[src/mmr_pkg.sv]
package mmr_pkg;
	// apb register byte offsets
	localparam logic [7:0] ADDR_CTRL = 8'h00;
	localparam logic [7:0] ADDR_MIDI_IN = 8'h04;
	localparam logic [7:0] ADDR_STATUS = 8'h08;
	localparam logic [7:0] ADDR_MAIN_VOL = 8'h0c;
	localparam logic [7:0] ADDR_FADER = 8'h10;
	localparam logic [7:0] ADDR_GAIN = 8'h14;
	localparam logic [7:0] ADDR_PRESET = 8'h18;
	localparam logic [7:0] ADDR_EVENT = 8'h1c;
	localparam logic [7:0] ADDR_TX = 8'h20;
	// ctrl bits
	localparam int CTRL_REMOTE_EN = 0;
	localparam int CTRL_STANDALONE = 1;
	localparam int CTRL_LOOP_ARM = 2;
	localparam logic [7:0] CTRL_RESET = 8'h01;
	// status bits
	localparam int ST_DIM = 0;
	localparam int ST_MONO = 1;
	localparam int ST_TALK = 2;
	localparam int ST_SPK_B = 3;
	localparam int ST_TRIM = 4;
	localparam int ST_MUTE = 5;
	localparam int ST_SOLO = 6;
	localparam int ST_LOOP = 7;
	// midi encodings
	localparam logic [3:0] MSG_CC = 4'hb;
	localparam logic [3:0] MSG_NOTE_ON = 4'h9;
	localparam logic [3:0] CHAN_1 = 4'h0;
	localparam logic [3:0] CHAN_3 = 4'h2;
	localparam logic [3:0] CHAN_4 = 4'h3;
	localparam logic [3:0] CHAN_13 = 4'hc;
	localparam logic [6:0] CC_VOLUME = 7'h07;
	localparam logic [6:0] CC_INPUT_GAIN = 7'h09;
	localparam logic [6:0] CC_PRESET = 7'h0c;
	localparam logic [6:0] CC_FADER_LO = 7'h66;
	localparam logic [6:0] CC_FADER_HI = 7'h75;
	localparam logic [6:0] CC_TRIM = 7'h66;
	localparam logic [6:0] CC_SUBMIX_LO = 7'h68;
	localparam logic [6:0] GAIN_MAX = 7'h41;
	localparam logic [6:0] FADER_UNITY = 7'h68;
	localparam logic [6:0] NOTE_DIM = 7'h5d;
	localparam logic [6:0] NOTE_MONO = 7'h2a;
	localparam logic [6:0] NOTE_TALK = 7'h5e;
	localparam logic [6:0] NOTE_RECALL = 7'h5f;
	localparam logic [6:0] NOTE_SPK_B = 7'h32;
	localparam logic [6:0] NOTE_CUE_LO = 7'h3e;
	localparam logic [6:0] NOTE_CUE_HI = 7'h42;
	localparam logic [6:0] NOTE_SNAP_LO = 7'h36;
	localparam logic [6:0] NOTE_SNAP_HI = 7'h3d;
	localparam logic [6:0] NOTE_SETUP_HI = 7'h3b;
	localparam logic [6:0] NOTE_TRIM = 7'h2d;
	localparam logic [6:0] NOTE_MUTE = 7'h2c;
	localparam logic [6:0] NOTE_SOLO = 7'h2b;
	localparam logic [6:0] NOTE_LOOP_MARK = 7'h7f;
	// event codes reported to software
	localparam logic [2:0] EV_NONE = 3'h0;
	localparam logic [2:0] EV_RECALL = 3'h1;
	localparam logic [2:0] EV_SNAP = 3'h2;
	localparam logic [2:0] EV_SETUP = 3'h3;
	localparam logic [2:0] EV_CUE = 3'h4;
	localparam logic [2:0] EV_SUBMIX = 3'h5;
	// loopback marker period
	localparam int CLK_MHZ = 125;
	localparam int LOOP_PERIOD_MS = 500;
	localparam int LOOP_CYCLES = LOOP_PERIOD_MS * 1000 * CLK_MHZ;
	typedef struct packed {
		logic [3:0] kind;
		logic [3:0] chan;
		logic [6:0] num;
		logic [6:0] val;
	} mmr_msg_t;
	typedef struct packed {
		logic [5:0] fader;
		logic [1:0] row;
		logic [6:0] level;
	} mmr_fader_t;
endpackage

[src/mmr_parser.sv]
`timescale 1ns/100ps
module mmr_parser
	import mmr_pkg::*;
(
	// clocking
	input wire logic sys_clk,
	input wire logic sys_rst,
	input wire logic clk_en,
	// byte in
	input wire logic byte_valid,
	input wire logic [7:0] byte_data,
	// message out
	output logic msg_valid,
	output mmr_msg_t msg
);
	logic [7:0] status_reg;
	logic [6:0] first_reg;
	logic have_first_reg;

	// assemble three-byte channel messages with running status
	always_ff @(posedge sys_clk) begin
		if (sys_rst) begin
			status_reg <= 8'h00;
			first_reg <= 7'h00;
			have_first_reg <= 1'b0;
			msg_valid <= 1'b0;
			msg <= '0;
		end else if (clk_en) begin
			msg_valid <= 1'b0;
			if (byte_valid) begin
				if (byte_data[7]) begin
					status_reg <= byte_data;
					have_first_reg <= 1'b0;
				end else if (status_reg[7] && !have_first_reg) begin
					first_reg <= byte_data[6:0];
					have_first_reg <= 1'b1;
				end else if (status_reg[7]) begin
					have_first_reg <= 1'b0;
					msg_valid <= 1'b1;
					msg.kind <= status_reg[7:4];
					msg.chan <= status_reg[3:0];
					msg.num <= first_reg;
					msg.val <= byte_data[6:0];
				end
			end
		end
	end
endmodule

[src/mmr_decoder.sv]
// The address map and the APB slave port were left to the implementer.
`timescale 1ns/100ps
// Operation
// cc volume channel 1 sets main output
// channel 1 notes toggle monitor buttons
// notes 3e-42 select cue source
// notes 36-3d load snapshots 1-8
// notes 2d/2c/2b toggle trim/mute/solo
// fader command is bx yy zz
// channels map onto three fader rows
// controllers 66-75 address one fader each
// fader value 68 unity, 7f max
// channel nibble is zero based
// channel 13 cc 66 toggles trim
// channel 13 cc 68+ selects submix
// input gain controller works only when enabled
// cc 0c channel 3/4 selects presets
// stand-alone mode responds to notes, transmits
// stand-alone drops talkback, mono, solo, cues
// stand-alone keeps faders, mute, routing
// stand-alone skips middle row fader data
// stand-alone always in submix view
// surface controls map to volume, dim, setups
// stand-alone dim note and setups 1-6
// marker note returned disables midi control
// echo feedback of each received command; a marker sent in the same cycle replaces the echo
// master fader controls main output
// nonzero note on toggles, off ignored
module mmr_decoder
	import mmr_pkg::*;
#(
	parameter int LOOP_PERIOD = LOOP_CYCLES
)
(
	// clock and reset
	input wire logic sys_clk,
	input wire logic sys_rst,
	input wire logic clk_en,
	// apb slave
	input wire logic psel,
	input wire logic penable,
	input wire logic pwrite,
	input wire logic [7:0] paddr,
	input wire logic [31:0] pwdata,
	output logic [31:0] prdata,
	output logic pready,
	output logic pslverr,
	// mixer actions
	output logic fader_valid,
	output mmr_fader_t fader_out,
	output logic [6:0] main_volume,
	// midi output towards surface
	output logic tx_valid,
	output logic [23:0] tx_data
);
	////////////////////////////////////////////////////////////////////////////
	logic [7:0] ctrl_reg;
	logic [7:0] status_reg;
	logic [6:0] main_vol_reg;
	logic [2:0] cue_reg;
	logic [3:0] gain_chan_reg;
	logic [6:0] gain_val_reg;
	logic [3:0] reverb_reg;
	logic [3:0] echo_reg;
	logic [6:0] submix_reg;
	logic [2:0] event_code_reg;
	logic [3:0] event_arg_reg;
	logic [31:0] loop_cnt_reg;
	logic in_valid_reg;
	logic [7:0] in_byte_reg;
	logic msg_valid;
	mmr_msg_t msg;
	logic apb_wr;
	logic apb_rd;

	function automatic logic in_range(input logic [6:0] v, input logic [6:0] lo,
			input logic [6:0] hi);
		in_range = (v >= lo) && (v <= hi);
	endfunction

	assign apb_wr = psel && penable && pwrite;
	assign apb_rd = psel && !penable && !pwrite;

	mmr_parser u_parser (
		.sys_clk(sys_clk),
		.sys_rst(sys_rst),
		.clk_en(clk_en),
		.byte_valid(in_valid_reg),
		.byte_data(in_byte_reg),
		.msg_valid(msg_valid),
		.msg(msg)
	);

	////////////////////////////////////////////////////////////////////////////
	// decode conditions
	logic enabled;
	logic standalone;
	logic is_cc;
	logic is_press;
	logic on_ch1;
	logic use_msg;

	assign enabled = ctrl_reg[CTRL_REMOTE_EN] && !status_reg[ST_LOOP];
	assign standalone = ctrl_reg[CTRL_STANDALONE];
	assign is_cc = msg.kind == MSG_CC;
	assign is_press = (msg.kind == MSG_NOTE_ON) && (msg.val != 7'h00);
	assign on_ch1 = msg.chan == CHAN_1;
	assign use_msg = msg_valid && enabled;

	////////////////////////////////////////////////////////////////////////////
	// apb write side and software-held configuration
	always_ff @(posedge sys_clk) begin
		if (sys_rst) begin
			ctrl_reg <= CTRL_RESET;
			in_valid_reg <= 1'b0;
			in_byte_reg <= 8'h00;
		end else if (clk_en) begin
			in_valid_reg <= 1'b0;
			if (apb_wr && paddr == ADDR_CTRL) begin
				ctrl_reg <= pwdata[7:0];
			end
			if (apb_wr && paddr == ADDR_MIDI_IN) begin
				in_valid_reg <= 1'b1;
				in_byte_reg <= pwdata[7:0];
			end
		end
	end

	////////////////////////////////////////////////////////////////////////////
	// toggles and loopback flag
	always_ff @(posedge sys_clk) begin
		if (sys_rst) begin
			status_reg <= 8'h00;
		end else if (clk_en) begin
			if (apb_wr && paddr == ADDR_CTRL && pwdata[CTRL_REMOTE_EN]) begin
				status_reg[ST_LOOP] <= 1'b0;
			end
			if (msg_valid && ctrl_reg[CTRL_LOOP_ARM] && is_press && on_ch1
					&& msg.num == NOTE_LOOP_MARK) begin
				status_reg[ST_LOOP] <= 1'b1;
			end
			if (use_msg && on_ch1 && is_press) begin
				if (msg.num == NOTE_DIM) begin
					status_reg[ST_DIM] <= !status_reg[ST_DIM];
				end
				if (!standalone) begin
					if (msg.num == NOTE_MONO) begin
						status_reg[ST_MONO] <= !status_reg[ST_MONO];
					end
					if (msg.num == NOTE_TALK) begin
						status_reg[ST_TALK] <= !status_reg[ST_TALK];
					end
					if (msg.num == NOTE_SPK_B) begin
						status_reg[ST_SPK_B] <= !status_reg[ST_SPK_B];
					end
					if (msg.num == NOTE_TRIM) begin
						status_reg[ST_TRIM] <= !status_reg[ST_TRIM];
					end
					if (msg.num == NOTE_SOLO) begin
						status_reg[ST_SOLO] <= !status_reg[ST_SOLO];
					end
				end
				if (msg.num == NOTE_MUTE) begin
					status_reg[ST_MUTE] <= !status_reg[ST_MUTE];
				end
			end
			if (use_msg && is_cc && msg.chan == CHAN_13 && !standalone) begin
				if (msg.num == CC_TRIM) begin
					status_reg[ST_TRIM] <= !status_reg[ST_TRIM];
				end else if (msg.num >= CC_SUBMIX_LO) begin
					status_reg[ST_TRIM] <= 1'b0;
				end
			end
		end
	end

	////////////////////////////////////////////////////////////////////////////
	// volume, gain, presets, cue and submix
	always_ff @(posedge sys_clk) begin
		if (sys_rst) begin
			main_vol_reg <= FADER_UNITY;
			cue_reg <= 3'h0;
			gain_chan_reg <= 4'h0;
			gain_val_reg <= 7'h00;
			reverb_reg <= 4'h0;
			echo_reg <= 4'h0;
			submix_reg <= 7'h00;
		end else if (clk_en && use_msg) begin
			if (is_cc && on_ch1 && msg.num == CC_VOLUME) begin
				main_vol_reg <= msg.val;
			end
			if (is_cc && msg.num == CC_INPUT_GAIN && msg.val <= GAIN_MAX) begin
				gain_chan_reg <= msg.chan;
				gain_val_reg <= msg.val;
			end
			if (is_cc && msg.num == CC_PRESET && msg.chan == CHAN_3) begin
				reverb_reg <= msg.val[3:0];
			end
			if (is_cc && msg.num == CC_PRESET && msg.chan == CHAN_4) begin
				echo_reg <= msg.val[3:0];
			end
			if (is_cc && msg.chan == CHAN_13 && msg.num >= CC_SUBMIX_LO && !standalone) begin
				submix_reg <= 7'(msg.num - CC_SUBMIX_LO);
			end
			if (is_press && on_ch1 && !standalone
					&& in_range(msg.num, NOTE_CUE_LO, NOTE_CUE_HI)) begin
				cue_reg <= 3'(msg.num - NOTE_CUE_LO);
			end
		end
	end

	////////////////////////////////////////////////////////////////////////////
	// one-shot events: recall, snapshot, setup
	always_ff @(posedge sys_clk) begin
		if (sys_rst) begin
			event_code_reg <= EV_NONE;
			event_arg_reg <= 4'h0;
		end else if (clk_en && use_msg) begin
			if (is_press && on_ch1 && !standalone && msg.num == NOTE_RECALL) begin
				event_code_reg <= EV_RECALL;
				event_arg_reg <= 4'h0;
			end else if (is_press && on_ch1 && !standalone
					&& in_range(msg.num, NOTE_SNAP_LO, NOTE_SNAP_HI)) begin
				event_code_reg <= EV_SNAP;
				event_arg_reg <= 4'(msg.num - NOTE_SNAP_LO + 7'h01);
			end else if (is_press && on_ch1 && standalone
					&& in_range(msg.num, NOTE_SNAP_LO, NOTE_SETUP_HI)) begin
				event_code_reg <= EV_SETUP;
				event_arg_reg <= 4'(msg.num - NOTE_SNAP_LO + 7'h01);
			end
		end
	end

	////////////////////////////////////////////////////////////////////////////
	// fader commands
	always_ff @(posedge sys_clk) begin
		if (sys_rst) begin
			fader_valid <= 1'b0;
			fader_out <= '0;
			main_volume <= FADER_UNITY;
		end else if (clk_en) begin
			fader_valid <= 1'b0;
			main_volume <= main_vol_reg;
			if (use_msg && is_cc && msg.chan < CHAN_13
					&& in_range(msg.num, CC_FADER_LO, CC_FADER_HI)
					&& !(standalone && msg.chan[3:2] == 2'b01)) begin
				fader_valid <= 1'b1;
				fader_out.row <= msg.chan[3:2];
				fader_out.fader <= {msg.chan[1:0], 4'(msg.num - CC_FADER_LO)};
				fader_out.level <= msg.val;
			end
		end
	end

	////////////////////////////////////////////////////////////////////////////
	// feedback echo and loopback marker transmit
	always_ff @(posedge sys_clk) begin
		if (sys_rst) begin
			tx_valid <= 1'b0;
			tx_data <= 24'h000000;
			loop_cnt_reg <= 32'h00000000;
		end else if (clk_en) begin
			tx_valid <= 1'b0;
			if (loop_cnt_reg >= 32'(LOOP_PERIOD - 1)) begin
				loop_cnt_reg <= 32'h00000000;
			end else begin
				loop_cnt_reg <= loop_cnt_reg + 32'h00000001;
			end
			if (ctrl_reg[CTRL_LOOP_ARM] && loop_cnt_reg >= 32'(LOOP_PERIOD - 1)) begin
				tx_valid <= 1'b1;
				tx_data <= {MSG_NOTE_ON, CHAN_1, 1'b0, NOTE_LOOP_MARK, 8'h7f};
			end else if (use_msg && (!standalone || !is_cc || msg.chan[3:2] != 2'b01)) begin
				tx_valid <= 1'b1;
				tx_data <= {msg.kind, msg.chan, 1'b0, msg.num, 1'b0, msg.val};
			end
		end
	end

	////////////////////////////////////////////////////////////////////////////
	// apb read side
	always_ff @(posedge sys_clk) begin
		if (sys_rst) begin
			prdata <= 32'h00000000;
			pready <= 1'b0;
			pslverr <= 1'b0;
		end else if (clk_en) begin
			pready <= psel && !penable;
			pslverr <= 1'b0;
			if (psel && !penable) begin
				pslverr <= paddr > ADDR_TX || paddr[1:0] != 2'b00;
			end
			if (apb_rd) begin
				unique case (paddr)
					ADDR_CTRL: prdata <= {24'h0, ctrl_reg};
					ADDR_STATUS: prdata <= {21'h0, cue_reg, status_reg};
					ADDR_MAIN_VOL: prdata <= {25'h0, main_vol_reg};
					ADDR_FADER: prdata <= {17'h0, fader_out};
					ADDR_GAIN: prdata <= {21'h0, gain_chan_reg, gain_val_reg};
					ADDR_PRESET: prdata <= {17'h0, submix_reg, echo_reg, reverb_reg};
					ADDR_EVENT: prdata <= {25'h0, event_code_reg, event_arg_reg};
					ADDR_TX: prdata <= {8'h0, tx_data};
					default: prdata <= 32'h00000000;
				endcase
			end
		end
	end
endmodule

[config.mk]
export PLATFORM = sky130hd
export DESIGN_NAME = mmr_decoder
export DESIGN_NICKNAME = d
export VERILOG_FILES = /design/src/mmr_pkg.sv /design/src/mmr_parser.sv /design/src/mmr_decoder.sv
export SDC_FILE = /design/constraint.sdc
export NUM_CORES = 1
export LEC_CHECK = 0
export ABC_AREA = 1
export BUFFER_PORTS_ARGS = -buffer_cell sky130_fd_sc_hd__buf_2
export CORE_MARGIN = 3
export CORE_UTILIZATION = 39
export CTS_BUF_LIST = sky130_fd_sc_hd__clkbuf_8
export DETAILED_ROUTE_END_ITERATION = 10
export RECOVER_POWER = 25
export SYNTH_ARGS = -nofsm -noshare
export SYNTH_HDL_FRONTEND = slang
export SYNTH_SLANG_ARGS = --single-unit
export TNS_END_PERCENT = 50
[constraint.sdc]
create_clock -name sys_clk -period 2.3 [get_ports sys_clk]
set_input_delay 0 -clock sys_clk [delete_from_list [all_inputs] [get_ports sys_clk]]
set_output_delay 0 -clock sys_clk [all_outputs]
set_load 0.01 [all_outputs]
==> implementation parameters <==
Parameter                              Value

Routing
  Count of routing violations after the opening detailed-route iteration ... 612
  Final wirelength ... 28,500 microns
  Via count ... 8,983
  Wirelength per Cell ... 15.9 microns
  DRT antenna net count ... 0
  Residual DRC ... 0
  Vias per Instance ... 5.02
  DRT Pass-1 Iters ... 7

Placed design
  HPWL Detailed ... between 20,000 and 25,000 microns
  Final GP Congestion ... 0.946
  Standard cell area after detailed placement ... 0.0103 sq mm
  IO buf count ... between 90 and 100

Global routing
  Pin count of the biggest net entering global routing ... 60
  Number of antenna violations at the first check in global routing ... 0
  First-pass GRT wire length ... 45,100 microns
  Total global routing overflow ... 0
  GRT Overall Usage ... around 21%
  Via count of the first global-routing pass ... roughly 8,500

Run
  Max-Cap Viols ... 0

Clock network
  Largest buffer count on any clock path ... 3
  Post-CTS setup buffer count ... 0
  Clk pin slew, worst setup/hold paths ... approximately 0.06 ns
  Cells resized by post-CTS repair ... 0
  Clk_lat worst skew ... 0.54 ns
  Root buffer cell ... clkbuf_8
  Clock sinks ... 209
  TritonCTS buffer count ... 38
  CTS Hold Bufs ... 14
  CTS tree ... yes
  H-tree depth ... 2

Finish
  Commonest non-fill, non-tap cells in the layout ... 239 x nand2_1, 209 x dfxtp_1, 177 x nor2_1, 133 x a21oi_1, 116 x inv_1
  Fillcell total ... roughly 2,600
  Flip-flop count of the largest register, all copies and words added ... 32
  Share of cells above drive strength 1 ... 12.6%
  Design area ... roughly 0.011 sq mm
  Final-stage net count ... approximately 1,500
  Number of inserted diodes ... 0
  Area added between synthesis and finish ... 17.4%
  Most common library cell in the layout ignoring fill and taps ... nand2_1

Critical path
  Endpoint kind of the worst setup timing path ... flip-flop
  Chain of cells forming the critical path ... dlygate4sd3_1, buf_2, inv_2, buf_4, nor3_2, dlygate4sd3_1, nand2_1, dlygate4sd3_1, a21oi_1
  Worst path slowest cell ... dlygate4sd3_1
  Crit Path Max Fanout ... 16
  Largest incremental delay on the critical path ... 0.59 ns
  Required time at the worst-slack endpoint ... 2.70 ns
  Launching element type of the critical path ... input pin
  Launch instance of the worst register-to-register path ... u_parser.msg[9]
  Worst path arrival time ... 2.53 ns
  Source of the critical timing path ... clk_en
  Top cell by count, worst path ... dlygate4sd3_1
  Category of the most critical setup path ... input pin to flip-flop
  Combined buffer and inverter count along the critical path ... 6
  Delay-heaviest family, CP ... buffers and inverters

Floorplanning
  Y dimension of the die ... roughly 160 microns
  IO Count ... 128
  Initial Util ... about two fifths
  Die Footprint ... 0.0262 sq mm
  Horizontal die dimension ... 162 microns
  Standard-cell row count ... 56
  Core area ... 0.0237 sq mm

STA
  Period utilization ... 92.6%
  Final number of hold-violating endpoints ... 0
  Setup repair after global routing missed its margin ... no
  Post-Route Setup TNS ... 0 ns
  Final setup violation count ... 0
  Pin slew with the least headroom to its limit ... 0.716 ns
  Post-layout minimum cycle time ... ~2.1 ns
  Maximum operating frequency ... 0.470 GHz
  Clock tree skew after final layout ... 0.0279 ns
  Headroom to the max-slew limit ... a little over half
  Fin. max-slew vios ... 0

Synthesis
  Main flop type after synthesis ... dfxtp_1
  Sequential cell area fraction in the yosys report ... between 40% and 50%
  Gate count of the mapped netlist ... 1,324
  Average footprint of a synthesized cell ... 7.16 sq um
  Share of async-settable or async-resettable flops after synthesis ... 0%
  Synthesis-stage register bit count ... 209
  Combined area of all synthesized cells ... 0.00948 sq mm
  Warning count from the yosys run ... 0
  Number of enable-type register cells in the synthesized netlist ... 0
  Count of different cell masters after synthesis ... 39

Min path
  Startpoint of the worst hold path ... paddr[3]
  Worst hold path type ... input pin to flip-flop

Power
  Power density of the placed cells ... 658 mW/mm^2
  Leakage dissipation ... 0.00446 uW
  Largest voltage drop on the vdd net ... about 290 uV

Outcome
  Status ... complete, no violations
[layer usage]
metal,part of all wire [%],global-route usage [%],vias to the layer above
li1,-,-,4555
met1,46,29.2,4096
met2,45,34.0,266
met3,6.0,4.03,66
met4,2.9,7.79,0
met5,0,0,-
[synth_stat cells, types with 3 or more instances]
cell | count | share of area [%]
nor2_4 | 4 | 0.48
o21ai_0 | 93 | 4.9
ha_1 | 15 | 2.0
nor2_2 | 24 | 1.6
xor2_1 | 10 | 0.92
dfxtp_1 | 209 | 44
nand2_1 | 239 | 9.5
nand4_1 | 17 | 1.1
nand2_2 | 5 | 0.33
nor3_1 | 19 | 1.0
buf_2 | 16 | 0.85
inv_2 | 28 | 1.1
o21ai_1 | 36 | 1.9
xnor2_1 | 5 | 0.46
nand3_1 | 95 | 5.0
buf_4 | 14 | 1.1
o211ai_1 | 13 | 1.0
a21oi_1 | 133 | 7.0
nor3_2 | 4 | 0.42
nor2_1 | 177 | 7.0
inv_1 | 105 | 4.2
clkbuf_1 | 31 | 1.2
o22ai_1 | 9 | 0.59
clkinv_1 | 3 | 0.12
[path summary, 6_finish.rpt]
kind,to,slack (ns),cells past startpoint
max,pslverr,0.17,9
min,in_byte_reg[1],0.15,7
max reg2reg,fader_out[0],0.38,9
min reg2reg,loop_cnt_reg[26],0.44,2
[report_power, final]
part           leakage [uW]  internal [uW]  total [uW]  switching, uW
clock network      0.000413           1920        3440           1510
logic               0.00236           74.6         237            162
registers           0.00168           3630        3640           7.34
total               0.00446           5630        7320           1680
[area by class of cell]
cell class                 instances  area, sq um  share of cell area [%]
tap                              319          399                    3.59
clock inverter                    19          140                    1.26
sequential                       209         4180                    37.6
clock buffer                      43          592                    5.32
inverter                         136          510                    4.59
multi-input combinational        926         4500                    40.5
timing repair buffer             139          792                    7.12
[worst min-delay path: stages]
cell	delay (ns)
buf_2	0.11
nor2_1	0.06
nand2_1	0.08
nor2_1	0.04
buf_4	0.16
o21ai_0	0.15
nor2_1	0.04
[logic make-up (layout without fill, tap and decap cells)]
kind of cell / count (synthesis) / count (layout) / synth area share [%]
buffers and inverters: 199 / 337 / 8.73
AND/OR/NAND/NOR: 594 / 594 / 27.7
XOR/XNOR: 15 / 15 / 1.39
flip-flops: 209 / 209 / 44.2
adder cells (fa/ha/maj): 15 / 15 / 1.98
other: 1 / 11 / 0.0396
AO/OA/AOI/OAI: 291 / 291 / 16.0
[per-stage QoR]
step	cells	util, %	hold WS (ns)	power [uW]	worst slack (ns)
floorplan	1334	-	0.135	3870	0.524
global placement	1715	43.6	0.273	3940	0.385
detailed placement	1715	43.6	0.272	3940	0.358
CTS	1791	47.3	0.110	7420	0.224
global route	1791	47.0	0.157	7590	0.0436
finish	1791	47.0	0.152	7320	0.170
(Power assumes the default switching activity.)
